--- src/usbt_pkg.sv ---
package usbt_pkg;
  // register byte offsets
  localparam logic [7:0] OFS_COMMAND = 8'h00;
  localparam logic [7:0] OFS_MODE = 8'h04;
  localparam logic [7:0] OFS_IRQ_ENABLE = 8'h08;
  localparam logic [7:0] OFS_IRQ_DISABLE = 8'h0C;
  localparam logic [7:0] OFS_IRQ_MASK = 8'h10;
  localparam logic [7:0] OFS_STATUS = 8'h14;
  localparam logic [7:0] OFS_RX_HOLDING = 8'h18;
  localparam logic [7:0] OFS_TX_HOLDING = 8'h1C;
  localparam logic [7:0] OFS_BAUD = 8'h20;
  localparam logic [7:0] OFS_IDLE_LIMIT = 8'h24;
  // status and mask bit positions
  localparam int ST_RX_READY = 0;
  localparam int ST_TX_FREE = 1;
  localparam int ST_BREAK = 2;
  localparam int ST_RX_DONE = 3;
  localparam int ST_TX_DONE = 4;
  localparam int ST_OVERRUN = 5;
  localparam int ST_FRAMING = 6;
  localparam int ST_PARITY = 7;
  localparam int ST_TIMEOUT = 8;
  localparam int ST_DRAINED = 9;
  localparam int ST_WIDTH = 10;
  // command bits
  localparam int CMD_RX_ON = 4;
  localparam int CMD_RX_OFF = 5;
  localparam int CMD_TX_ON = 6;
  localparam int CMD_TX_OFF = 7;
  localparam int CMD_RST_STATUS = 8;
  localparam int CMD_BREAK_START = 9;
  localparam int CMD_START_TIMEOUT = 11;
  // mode fields
  localparam int MD_CLKSRC_LSB = 4;
  localparam int MD_CHRL_LSB = 6;
  localparam int MD_SYNC = 8;
  localparam int MD_PAR_LSB = 9;
  localparam int MD_MODE9 = 17;
  localparam int MD_WIDTH = 18;
  // parity encodings
  localparam logic [2:0] PAR_EVEN = 3'h0;
  localparam logic [2:0] PAR_ODD = 3'h1;
  localparam logic [2:0] PAR_SPACE = 3'h2;
  localparam logic [2:0] PAR_MARK = 3'h3;
  localparam logic [1:0] PAR_NONE_HI = 2'h2;
  localparam logic [1:0] PAR_MULTI_HI = 2'h3;
  // widths, reset values, timing
  localparam int CHAR_W = 9;
  localparam int DIV_W = 16;
  localparam int LIMIT_W = 8;
  localparam logic [DIV_W-1:0] DIV_RESET = 16'h0000;
  localparam logic [LIMIT_W-1:0] LIMIT_RESET = 8'h00;
  localparam logic [MD_WIDTH-1:0] MODE_RESET = 18'h00000;
  localparam logic [ST_WIDTH-1:0] MASK_RESET = 10'h000;
  localparam logic [DIV_W-1:0] DIV_STOP = 16'h0000;
  localparam logic [DIV_W-1:0] DIV_BYPASS = 16'h0001;
  localparam logic [3:0] OVERSAMPLE_LAST = 4'hF;
  localparam logic [1:0] QUARTER_LAST = 2'h3;
  localparam logic [1:0] CLKSRC_MASTER = 2'h0;
  // time-out sequencer states
  typedef enum logic [2:0] {
    TO_IDLE = 3'b001,
    TO_ARMED = 3'b010,
    TO_RUN = 3'b100
  } usbt_tostate_t;
endpackage : usbt_pkg

--- src/usbt_status_core.sv ---
// Local design decision: the address-and-strobe port.
`timescale 1ns/1ps
module usbt_status_core
  import usbt_pkg::*;
(
  // clock and reset
  input wire logic clk,
  input wire logic sys_rst,
  // register port
  input wire logic [7:0] regAddr,
  input wire logic [31:0] regWrData,
  input wire logic regWr,
  input wire logic regRd,
  output logic [31:0] regRdData,
  // receiver side
  input wire logic rxCharDone,
  input wire logic [CHAR_W-1:0] rxCharIn,
  input wire logic rxStopLow,
  input wire logic rxParityBit,
  input wire logic rxBreakEvt,
  // transmitter side
  input wire logic txShiftTake,
  input wire logic txShiftBusy,
  input wire logic txBreakTake,
  input wire logic txBreakActive,
  output logic txHoldValid,
  output logic [CHAR_W-1:0] txHoldChar,
  output logic txBreakPending,
  // block transfer controller
  input wire logic rxEndXfer,
  input wire logic txEndXfer,
  // bit clocks
  input wire logic extClkEn,
  output logic sampleTick,
  output logic bitTick,
  // channel control
  output logic rxOn,
  output logic txOn,
  output logic [MD_WIDTH-1:0] modeBits,
  output logic chanIrq
);

  // register state
  logic [31:0] rdData_reg, rdData_next;
  logic rxOn_reg, rxOn_next, txOn_reg, txOn_next;
  logic [MD_WIDTH-1:0] mode_reg, mode_next;
  logic [ST_WIDTH-1:0] mask_reg, mask_next;
  logic [DIV_W-1:0] div_reg, div_next;
  logic [LIMIT_W-1:0] limit_reg, limit_next;
  logic [CHAR_W-1:0] rxChar_reg, rxChar_next, txChar_reg, txChar_next;
  logic holdFull_reg, holdFull_next, brkPend_reg, brkPend_next;
  logic rxReady_reg, rxReady_next, breakSeen_reg, breakSeen_next;
  logic overrun_reg, overrun_next, framing_reg, framing_next;
  logic parErr_reg, parErr_next, timeout_reg, timeout_next;
  logic irq_reg, irq_next;
  // baud state
  logic [DIV_W-1:0] divCnt_reg, divCnt_next;
  logic [3:0] subCnt_reg, subCnt_next;
  logic sample_reg, sample_next, bit_reg, bit_next;
  // time-out state
  usbt_tostate_t toState_reg, toState_next;
  logic [LIMIT_W-1:0] toCnt_reg, toCnt_next;
  logic [1:0] quarter_reg, quarter_next;
  // decoded strobes and status
  logic wrCmd, wrLimit, rdRx, startTo, rstStatus, syncExt, parBad, toExpire;
  logic txFreeBit, drainedBit;
  logic [ST_WIDTH-1:0] statusWord;

  // mask for the configured character length
  function automatic logic [CHAR_W-1:0] charMask(input logic [MD_WIDTH-1:0] md);
    logic [CHAR_W-1:0] m;
    m = 9'h01F;
    if (md[MD_MODE9])
      m = 9'h1FF;
    else
      m = 9'h01F | (9'h0E0 >> (2'h3 - md[MD_CHRL_LSB +: 2]));
    return m;
  endfunction : charMask

  // register address match
  function automatic logic hit(input logic [7:0] a, input logic [7:0] ofs);
    return a == ofs;
  endfunction : hit

  // strobe decode
  always_comb
  begin
    wrCmd = regWr && hit(regAddr, OFS_COMMAND);
    wrLimit = regWr && hit(regAddr, OFS_IDLE_LIMIT);
    rdRx = regRd && hit(regAddr, OFS_RX_HOLDING);
    rstStatus = wrCmd && regWrData[CMD_RST_STATUS];
    startTo = (wrCmd && regWrData[CMD_START_TIMEOUT]) || wrLimit;
    syncExt = mode_reg[MD_SYNC] && mode_reg[MD_CLKSRC_LSB + 1];
  end

  // parity check of the incoming character
  always_comb
  begin
    logic parExp;
    parExp = ^(rxCharIn & charMask(mode_reg));
    parBad = 1'b0;
    if (mode_reg[MD_PAR_LSB + 1 +: 2] == PAR_MULTI_HI)
      parBad = rxParityBit;
    else if (mode_reg[MD_PAR_LSB + 1 +: 2] != PAR_NONE_HI)
    begin
      case (mode_reg[MD_PAR_LSB +: 3])
        PAR_EVEN: parBad = rxParityBit != parExp;
        PAR_ODD: parBad = rxParityBit == parExp;
        PAR_SPACE: parBad = rxParityBit;
        PAR_MARK: parBad = !rxParityBit;
        default: parBad = 1'b0;
      endcase
    end
  end

  // status word as software sees it
  always_comb
  begin
    txFreeBit = txOn_reg && !holdFull_reg && !brkPend_reg;
    drainedBit = txOn_reg && !holdFull_reg && !txShiftBusy && !brkPend_reg && !txBreakActive;
    statusWord = '0;
    statusWord[ST_RX_READY] = rxReady_reg;
    statusWord[ST_TX_FREE] = txFreeBit;
    statusWord[ST_BREAK] = breakSeen_reg;
    statusWord[ST_RX_DONE] = rxEndXfer;
    statusWord[ST_TX_DONE] = txEndXfer;
    statusWord[ST_OVERRUN] = overrun_reg;
    statusWord[ST_FRAMING] = framing_reg;
    statusWord[ST_PARITY] = parErr_reg;
    statusWord[ST_TIMEOUT] = timeout_reg;
    statusWord[ST_DRAINED] = drainedBit;
  end

  // registers, flags and read data; every hardware set beats a clear
  always_comb
  begin
    rxOn_next = rxOn_reg;
    txOn_next = txOn_reg;
    mode_next = mode_reg;
    mask_next = mask_reg;
    div_next = div_reg;
    limit_next = limit_reg;
    rxChar_next = rxChar_reg;
    txChar_next = txChar_reg;
    holdFull_next = holdFull_reg;
    brkPend_next = brkPend_reg;
    rdData_next = '0;
    if (wrCmd)
    begin
      if (regWrData[CMD_RX_ON]) rxOn_next = 1'b1;
      if (regWrData[CMD_RX_OFF]) rxOn_next = 1'b0;
      if (regWrData[CMD_TX_ON]) txOn_next = 1'b1;
      if (regWrData[CMD_TX_OFF]) txOn_next = 1'b0;
      if (regWrData[CMD_BREAK_START] && txOn_reg) brkPend_next = 1'b1;
    end
    if (regWr && hit(regAddr, OFS_MODE)) mode_next = regWrData[MD_WIDTH-1:0];
    if (regWr && hit(regAddr, OFS_IRQ_ENABLE)) mask_next = mask_reg | regWrData[ST_WIDTH-1:0];
    if (regWr && hit(regAddr, OFS_IRQ_DISABLE)) mask_next = mask_reg & ~regWrData[ST_WIDTH-1:0];
    if (regWr && hit(regAddr, OFS_BAUD)) div_next = regWrData[DIV_W-1:0];
    if (wrLimit) limit_next = regWrData[LIMIT_W-1:0];
    // handover to the shifter frees the holding register
    if (txShiftTake) holdFull_next = 1'b0;
    // a fresh break request in the take cycle must not be lost
    if (txBreakTake && !(wrCmd && regWrData[CMD_BREAK_START])) brkPend_next = 1'b0;
    if (regWr && hit(regAddr, OFS_TX_HOLDING))
    begin
      txChar_next = regWrData[CHAR_W-1:0] & charMask(mode_reg);
      holdFull_next = 1'b1;
    end
    // a disabled transmitter drops what waits
    if (!txOn_next)
    begin
      holdFull_next = 1'b0;
      brkPend_next = 1'b0;
    end
    if (rxCharDone && rxOn_reg) rxChar_next = rxCharIn & charMask(mode_reg);
    if (regRd)
    begin
      case (regAddr)
        OFS_MODE: rdData_next = 32'(mode_reg);
        OFS_IRQ_MASK: rdData_next = 32'(mask_reg);
        OFS_STATUS: rdData_next = 32'(statusWord);
        OFS_RX_HOLDING: rdData_next = 32'(rxChar_reg);
        OFS_BAUD: rdData_next = 32'(div_reg);
        OFS_IDLE_LIMIT: rdData_next = 32'(limit_reg);
        default: rdData_next = '0;
      endcase
    end
    rxReady_next = (rxCharDone && rxOn_reg) || (rxReady_reg && !rdRx && rxOn_next);
    overrun_next = (rxCharDone && rxOn_reg && rxReady_reg) || (overrun_reg && !rstStatus);
    breakSeen_next = rxBreakEvt || (breakSeen_reg && !rstStatus);
    framing_next = (rxCharDone && rxStopLow) || (framing_reg && !rstStatus);
    parErr_next = (rxCharDone && parBad) || (parErr_reg && !rstStatus);
    timeout_next = toExpire || (timeout_reg && !startTo);
    irq_next = |(statusWord & mask_reg);
  end

  // baud divider: sample tick is the 16x clock in async, the bit clock in sync
  always_comb
  begin
    logic srcTick, divTick;
    srcTick = (mode_reg[MD_CLKSRC_LSB +: 2] == CLKSRC_MASTER) ? 1'b1 : extClkEn;
    divTick = 1'b0;
    divCnt_next = divCnt_reg;
    subCnt_next = subCnt_reg;
    sample_next = 1'b0;
    bit_next = 1'b0;
    if (div_reg == DIV_BYPASS)
      divTick = srcTick;
    else if (div_reg != DIV_STOP && srcTick)
    begin
      if (divCnt_reg >= div_reg - DIV_BYPASS)
      begin
        divCnt_next = '0;
        divTick = 1'b1;
      end
      else
        divCnt_next = divCnt_reg + DIV_BYPASS;
    end
    if (syncExt)
    begin
      sample_next = extClkEn;
      bit_next = extClkEn;
    end
    else if (mode_reg[MD_SYNC])
    begin
      sample_next = divTick;
      bit_next = divTick;
    end
    else if (divTick)
    begin
      sample_next = 1'b1;
      subCnt_next = subCnt_reg + 4'h1;
      bit_next = subCnt_reg == OVERSAMPLE_LAST;
    end
  end

  // time-out sequencer: armed by start, counts once characters flow
  always_comb
  begin
    toState_next = toState_reg;
    toCnt_next = toCnt_reg;
    quarter_next = quarter_reg;
    toExpire = 1'b0;
    case (toState_reg)
      TO_IDLE: ;
      TO_ARMED:
        if (rxCharDone)
        begin
          toState_next = TO_RUN;
          toCnt_next = limit_reg;
          quarter_next = '0;
        end
      TO_RUN:
        // reload per char, four bits per step
        if (rxCharDone)
        begin
          toCnt_next = limit_reg;
          quarter_next = '0;
        end
        else if (bit_reg)
        begin
          quarter_next = quarter_reg + 2'h1;
          if (quarter_reg == QUARTER_LAST)
          begin
            if (toCnt_reg <= LIMIT_W'(1))
            begin
              toExpire = 1'b1;
              toState_next = TO_IDLE;
            end
            else
              toCnt_next = toCnt_reg - LIMIT_W'(1);
          end
        end
      default: toState_next = TO_IDLE;
    endcase
    if (startTo)
    begin
      toCnt_next = wrLimit ? regWrData[LIMIT_W-1:0] : limit_reg;
      quarter_next = '0;
      toState_next = (toCnt_next == LIMIT_RESET) ? TO_IDLE : TO_ARMED;
    end
  end

  // all state registers
  always_ff @(posedge clk)
  begin
    if (sys_rst)
    begin
      rdData_reg <= '0;
      rxOn_reg <= 1'b0;
      txOn_reg <= 1'b0;
      mode_reg <= MODE_RESET;
      mask_reg <= MASK_RESET;
      div_reg <= DIV_RESET;
      limit_reg <= LIMIT_RESET;
      rxChar_reg <= '0;
      txChar_reg <= '0;
      holdFull_reg <= 1'b0;
      brkPend_reg <= 1'b0;
      rxReady_reg <= 1'b0;
      breakSeen_reg <= 1'b0;
      overrun_reg <= 1'b0;
      framing_reg <= 1'b0;
      parErr_reg <= 1'b0;
      timeout_reg <= 1'b0;
      irq_reg <= 1'b0;
      divCnt_reg <= '0;
      subCnt_reg <= '0;
      sample_reg <= 1'b0;
      bit_reg <= 1'b0;
      toState_reg <= TO_IDLE;
      toCnt_reg <= LIMIT_RESET;
      quarter_reg <= '0;
    end
    else
    begin
      rdData_reg <= rdData_next;
      rxOn_reg <= rxOn_next;
      txOn_reg <= txOn_next;
      mode_reg <= mode_next;
      mask_reg <= mask_next;
      div_reg <= div_next;
      limit_reg <= limit_next;
      rxChar_reg <= rxChar_next;
      txChar_reg <= txChar_next;
      holdFull_reg <= holdFull_next;
      brkPend_reg <= brkPend_next;
      rxReady_reg <= rxReady_next;
      breakSeen_reg <= breakSeen_next;
      overrun_reg <= overrun_next;
      framing_reg <= framing_next;
      parErr_reg <= parErr_next;
      timeout_reg <= timeout_next;
      irq_reg <= irq_next;
      divCnt_reg <= divCnt_next;
      subCnt_reg <= subCnt_next;
      sample_reg <= sample_next;
      bit_reg <= bit_next;
      toState_reg <= toState_next;
      toCnt_reg <= toCnt_next;
      quarter_reg <= quarter_next;
    end
  end

  // outputs straight from flops
  assign regRdData = rdData_reg;
  assign txHoldValid = holdFull_reg;
  assign txHoldChar = txChar_reg;
  assign txBreakPending = brkPend_reg;
  assign sampleTick = sample_reg;
  assign bitTick = bit_reg;
  assign rxOn = rxOn_reg;
  assign txOn = txOn_reg;
  assign modeBits = mode_reg;
  assign chanIrq = irq_reg;

  property p_rx_ready_set;
    @(posedge clk) disable iff (sys_rst)
    rxCharDone && rxOn_reg |=> rxReady_reg ##1 (rxReady_reg || $past(rdRx) || !rxOn_reg);
  endproperty
  a_rx_ready_set: assert property (p_rx_ready_set) else $error("ready not set");

  property p_overrun;
    @(posedge clk) disable iff (sys_rst)
    rxCharDone && rxOn_reg && rxReady_reg && !rstStatus |=> overrun_reg;
  endproperty
  a_overrun: assert property (p_overrun) else $error("overrun missed");

  property p_framing_hold;
    @(posedge clk) disable iff (sys_rst)
    framing_reg && !rstStatus |=> framing_reg;
  endproperty
  a_framing_hold: assert property (p_framing_hold) else $error("framing lost");

  property p_break_seen;
    @(posedge clk) disable iff (sys_rst)
    rxBreakEvt |=> breakSeen_reg;
  endproperty
  a_break_seen: assert property (p_break_seen) else $error("break missed");

  property p_tx_off;
    @(posedge clk) disable iff (sys_rst)
    wrCmd && regWrData[CMD_TX_OFF] |=> !txFreeBit && !drainedBit;
  endproperty
  a_tx_off: assert property (p_tx_off) else $error("tx flags while off");

  property p_drained;
    @(posedge clk) disable iff (sys_rst)
    txShiftBusy || holdFull_reg || txBreakActive |-> !drainedBit;
  endproperty
  a_drained: assert property (p_drained) else $error("drained too early");

  property p_zero_limit;
    @(posedge clk) disable iff (sys_rst)
    limit_reg == LIMIT_RESET && !timeout_reg |=> !timeout_reg;
  endproperty
  a_zero_limit: assert property (p_zero_limit) else $error("timeout at zero");

  property p_div_stop;
    @(posedge clk) disable iff (sys_rst)
    div_reg == DIV_STOP && !syncExt && $stable(div_reg) |=> !sample_reg;
  endproperty
  a_div_stop: assert property (p_div_stop) else $error("tick with zero divisor");

  property p_irq_enable;
    @(posedge clk) disable iff (sys_rst)
    regWr && hit(regAddr, OFS_IRQ_ENABLE) && regWrData[ST_RX_READY] |=> mask_reg[ST_RX_READY];
  endproperty
  a_irq_enable: assert property (p_irq_enable) else $error("enable ignored");

endmodule : usbt_status_core

--- config.mk ---
export PLATFORM = sky130hd
export DESIGN_NAME = usbt_status_core
export DESIGN_NICKNAME = d
export VERILOG_FILES = /design/src/usbt_pkg.sv /design/src/usbt_status_core.sv
export SDC_FILE = /design/constraint.sdc
export NUM_CORES = 1
export LEC_CHECK = 0
export ABC_AREA = 1
export BUFFER_PORTS_ARGS = -buffer_cell sky130_fd_sc_hd__buf_2
export CAP_MARGIN = 20
export CORE_ASPECT_RATIO = 1.1
export CORE_MARGIN = 3
export CORE_UTILIZATION = 46
export CTS_CLUSTER_DIAMETER = 60
export DETAILED_ROUTE_END_ITERATION = 10
export PLACE_DENSITY = 0.7
export SETUP_SLACK_MARGIN = 0.2
export SLEW_MARGIN = 20
export SYNTH_ARGS = -nofsm -noshare
export SYNTH_HDL_FRONTEND = slang
export SYNTH_SLANG_ARGS = --single-unit
--- constraint.sdc ---
create_clock -name clk -period 2.6 [get_ports clk]
set_clock_uncertainty 0.1 [all_clocks]
set_input_delay 0.13 -clock clk [delete_from_list [all_inputs] [get_ports clk]]
set_output_delay 0.13 -clock clk [all_outputs]
set_load 0.01 [all_outputs]
* Word-level counts from Yosys, hierarchy flattened
Cells that the tools add are included.
Word-level totals: bits in writable memories 0, output and inout port bits 66, memories kept 0, memory bits (read-only) 0, register bits 148, input port bits 64, logic and storage cells 200, bits in latches 0
Cells by class: div/mod/pow operators 0, bitwise logic cells 12, add/sub/neg operators 6, $lt $le $gt $ge 2, reduce and logical (&&, ||, !) cells 68, equality and inequality tests 33, multiplexer cells 53, shifts and indexed selects 1, multipliers 0
Operator list (count):
- $pmux 18 s6 | 1
- $mux 8 | 7
- $eq 8x5->1 const B | 4
- $logic_and 1x1->1 | 31
- $and 9x9->9 | 3
- $mux 9 | 3
- $mux 1 | 25
- $and 10x10->10 | 2
- $mux 10 | 2
- $mux 3 | 6
- $ne 3x3->1 const B | 6
- $add 16x1->16 const B | 1
- $eq 16x1->1 const B | 1
- $eq 8x4->1 const B | 2
- $eq 8x6->1 const B | 2
- $ge 16x16->1 | 1
- $logic_not 8->1 | 2
- $mux 16 | 1
- $pmux 8 s2 | 1
- $reduce_bool 16->1 | 1
- $sub 16x1->16 const B | 1
- $ne 4x4->1 const B | 3
- $not 10->10 | 1
- $or 10x10->10 | 1
- other kinds (34) | 67

* Logic depth before layout (Yosys ltp)
depth in word-level cells 11, gate-level depth with buffers 24, depth with buffers taken out 24

* Worst setup path after synthesis
OpenSTA, ideal clock, no wires.
kind register to register, start point register div_reg[0], end point register subCnt_reg[2], arrival 2.636 ns, cell stages (with the launch flop) 24, setup slack -0.268 ns, period minus slack after synthesis 2.868 ns, library setup time 0.132 ns, data required time 2.368 ns, path buffers 0, path through dfxtp_1 > inv_1 > ha_1 > nand2_1 > nor3_2 > nand2_1 > nor2_1 > inv_1 > nor2_2 > inv_1 > o21ai_1 > inv_1 > ha_1 > nand2_1 > inv_1 > nand3_1 > nor2_1 > nand3_1 > nand3_1 > nand2_1 > nand2_1 > nand2_1 > nand2_1 > a21oi_1
Between the ends: longest elaborated chain between the ends 6, elaborated cells between the ends (all ways) 9, those cells by class 1 x add/sub; 1 x order compare; 1 x eq/ne; 3 x mux; 3 x reduce/logical
Ends and longest elaborated chain:
- from (decl) | line usbt_status_core.sv:48 | logic [DIV_W-1:0] div_reg, div_next;
- from (signal assigned) | line usbt_status_core.sv:323 | div_reg <= div_next;
- $sub 16x1->16 | line usbt_status_core.sv:212 | if (divCnt_reg >= div_reg - DIV_BYPASS)
- $ge 16x16->1 | line usbt_status_core.sv:212
- $mux 1 | line usbt_status_core.sv:212
- $mux 1 | line usbt_status_core.sv:210 | else if (div_reg != DIV_STOP && srcTick)
- $mux 1 * | line usbt_status_core.sv:208 | if (div_reg == DIV_BYPASS)
- $reduce_and 3->1 (no source line) *
- to (signal assigned) | line usbt_status_core.sv:337 | subCnt_reg <= subCnt_next;
- to (decl) | line usbt_status_core.sv:58 | logic [3:0] subCnt_reg, subCnt_next;
Every way passes the cells marked *; elsewhere a longest branch is shown, timed or not. A chain may end at the register's enable or synchronous reset.

* Final worst setup path
start point register div_reg[1], end point register subCnt_reg[1]
Same word-level chain as after synthesis.

==> flow_summary.toml <==
[setup_path]
arrival_ns = 3.15
start_kind = "flip-flop"
critPathMaxFanout = 7
cp.required_ns = 2.86
crit_type = "flip-flop to flip-flop"
endpoint_kind = "flip-flop"

[outcome]
outcome = "finished with violations"
violations = "setup timing"

[floorplan]
initial_core_util_pct = 47.2
die_h_microns = 137
fp.dieW_microns = 125
die-area_sq_um = 17100
rows = 47
io_pins = 130
core_area_sq_um = 15200

[route]
antenna_left = 0
wl_microns = 21900
first_pass_iters = 6
drt_iter0_drc = 587
vias = 7331
drc = 0
avgViaCountPerCell = 5.30
post_drt_wl_per_cell_microns = 15.8

[logic_synthesis]
synth.distinct_cells = 51
synthCells = 1011
synth_seq_cells = 134
ys.warnings.count = 0
synth-main-ff-cell = "dfxtp_1"
synth_edf_count = 0
synthArstFlopShare_pct = 0
synth.cell_area_sq_um = 7170
syn_area_per_cell_sq_um = 7.09
yosysSeqAreaShare_pct = 37.4

[clock_network]
cts.sinks = 134
cts_tree = "built"
clk_pin_slew_ns = 0.06
cts_made_buffers = 17
insertion_delay_ns = 0.43
cts_root_buf = "clkbuf_16"
ctsLongestPathBuffers = 2
htree_levels = 4

[power]
leakage_nw = 4.25
p_per_area_nw_per_um2 = 562
peakVddDrop_mv = 0.481

[timing]
max_freq_mhz = 346
fin_ws_ns = -0.289
tightest_slew_ns = 0.836
fin_crit_sh_pct = 111
slew_violations = 0
setup_viol_count_final = 22
slew-limit-headroom_pct = 43.9
final_hold_viol_count = 0
rsz0062_at_grt = "yes"
min_period_ns = 2.89

[cells_and_area]
final_area_sq_um = 9170
antenna_cells = 0
drive_gt1_share_pct = 20.6
area_growth_pct = 27.9
nets = 1262

[grt]
grt_overflow = 0
grt_pass1_vias = 6787
grt_max_degree = 34
antenna_found_initial = 0
grt_usage_pct = 24.8
grt_first_pass_wirelength_microns = 33800

[placement]
gp_congestion = 0.876
io_buffer_count = 101
dp_slack_ns = -0.322
dpl.hpwl_microns = 15600
place_area_sq_um = 8050

[min_path]
min_path_type = "input pin to flip-flop"

[run]
cap_viol_max_count = 0
## through the flow
step	setup TNS, ns	instances	util [%]	power (mW)	hold WS [ns]
detailed placement	-5.21	1310	53.0	2.55	0.241
CTS	-3.96	1379	59.8	5.16	0.00118
global placement	-3.90	1310	53.0	2.54	0.242
finish	-4.60	1383	60.4	5.15	0.0169
floorplan	-0.816	1024	-	2.43	0.126
global route	-9.36	1383	60.4	5.31	0.0282
## metal layers
metal / global-route usage (%) / share of wire [%] / wire length, microns / up-vias
li1: - / - / - / 3612
met1: 31.7 / 42 / 9240 / 3350
met2: 40.1 / 46 / 10200 / 313
met3: 5.35 / 8.0 / 1750 / 56
met4: 11.7 / 3.3 / 715 / 0
met5: 0 / 0 / 0 / -
## cell families (layout without fill, tap and decap cells)
family	count (synthesis)	after routing	synth area share (%)
adders and majority gates	23	23	4.01
DFF	134	134	37.4
and+or+nand+nor	398	398	25.2
buffers and inverters	185	348	10.8
xor gates and xnor gates	31	31	3.79
other	1	14	0.0523
AOI/OAI and AO/OA	239	239	18.7
## cell type report
type	count	area, sq um
Tap cell	196	245
Inverter	143	542
Fill cell	1380	6000
Clock inverter	8	145
Timing Repair Buffer	174	1150
Multi-Input combinational cell	705	3920
Clock buffer	23	488
Sequential cell	134	2690
## cell usage in the layout (no fill, tap or decap), types with 4 or more instances in the layout
master | Yosys | layout
a211oi_1 | 13 | 12
a21oi_1 | 101 | 98
a21oi_2 | 2 | 5
a31oi_1 | 9 | 9
buf_2 | 10 | 101
buf_4 | 16 | 36
bufinv_16 | 0 | 4
clkbuf_16 | 0 | 17
clkbuf_8 | 0 | 4
conb_1 | 1 | 14
dfxtp_1 | 134 | 131
dlygate4sd3_1 | 0 | 37
ha_1 | 23 | 21
inv_1 | 136 | 132
inv_2 | 6 | 9
nand2_1 | 200 | 194
nand2_2 | 4 | 6
nand2_4 | 3 | 5
nand3_1 | 47 | 43
nand3_2 | 2 | 6
nand4_1 | 8 | 8
nor2_1 | 87 | 79
nor2_2 | 8 | 15
nor2_4 | 3 | 4
nor3_1 | 19 | 18
nor3_2 | 6 | 6
o21ai_0 | 78 | 76
o21ai_1 | 3 | 4
o21ai_2 | 4 | 4
o22ai_1 | 9 | 9
xnor2_1 | 7 | 7
xor2_1 | 24 | 24
## Yosys cell counts, types with 4 or more instances
cell type | n | area, sq um
a31oi_1 | 9 | 56.3
buf_2 | 10 | 50.1
nor2_2 | 8 | 50.1
nand2_2 | 4 | 25.0
a211oi_1 | 13 | 97.6
nand4_1 | 8 | 50.1
nor3_2 | 6 | 60.1
nand3_1 | 47 | 235
dfxtp_1 | 134 | 2680
nand2_1 | 200 | 751
xnor2_1 | 7 | 61.3
ha_1 | 23 | 288
xor2_1 | 24 | 210
clkbuf_1 | 14 | 52.6
a21oi_1 | 101 | 505
buf_4 | 16 | 120
o21ai_2 | 4 | 35.0
o21ai_0 | 78 | 390
nor2_1 | 87 | 327
inv_2 | 6 | 22.5
o22ai_1 | 9 | 56.3
nor3_1 | 19 | 95.1
inv_1 | 136 | 510
## repair_timing
| item | CTS | global route |
|---|---|---|
| gates resized for setup | 5 | 13 |
| endpoints found under the hold margin | 48 | 0 |
| buffers inserted | 1 | 4 |
| hold buffers | 37 | 0 |
| pin swaps | 7 | 5 |
| endpoints found under the setup margin | 22 | 22 |
## report_power, final
part           switching [mW]  internal (mW)  total [mW]
clock network           0.900           1.70        2.60
registers              0.0260           2.08        2.11
logic                   0.278          0.168       0.446
total                    1.20           3.95        5.15
## path summary, 6_finish.rpt
| kind | from | to | slack (ns) | cells after the start |
|---|---|---|---|---|
| setup reg to reg | div_reg[1]$_SDFFE_PP0P_ | subCnt_reg[1]$_SDFFE_PP0P_ | -0.29 | 21 |
| hold reg to reg | rxChar_reg[8]$_SDFFE_PP0P_ | rxChar_reg[8]$_SDFFE_PP0P_ | 0.36 | 2 |
| hold / removal | regRd | rxReady_reg$_SDFF_PP0_ | 0.02 | 4 |
| setup / recovery | div_reg[1]$_SDFFE_PP0P_ | subCnt_reg[1]$_SDFFE_PP0P_ | -0.29 | 21 |
## worst max-delay path, stage by stage (launching register included)
cell	delay, ns
dfxtp_2	0.34
nor2_4	0.11
nand4_1	0.14
nor3_2	0.16
nand2_1	0.09
nor2_2	0.11
nand3_2	0.09
nor2_2	0.10
nand2_1	0.07
xor2_1	0.15
ha_1	0.31
nand2_1	0.07
inv_1	0.04
o21ai_1	0.11
nand2_1	0.07
nor2_2	0.11
nand3_2	0.14
nand2_4	0.15
nand2_8	0.09
nand2_2	0.08
nand2_1	0.06
a21oi_2	0.10
Note: power is estimated with default switching activity, not from simulation.
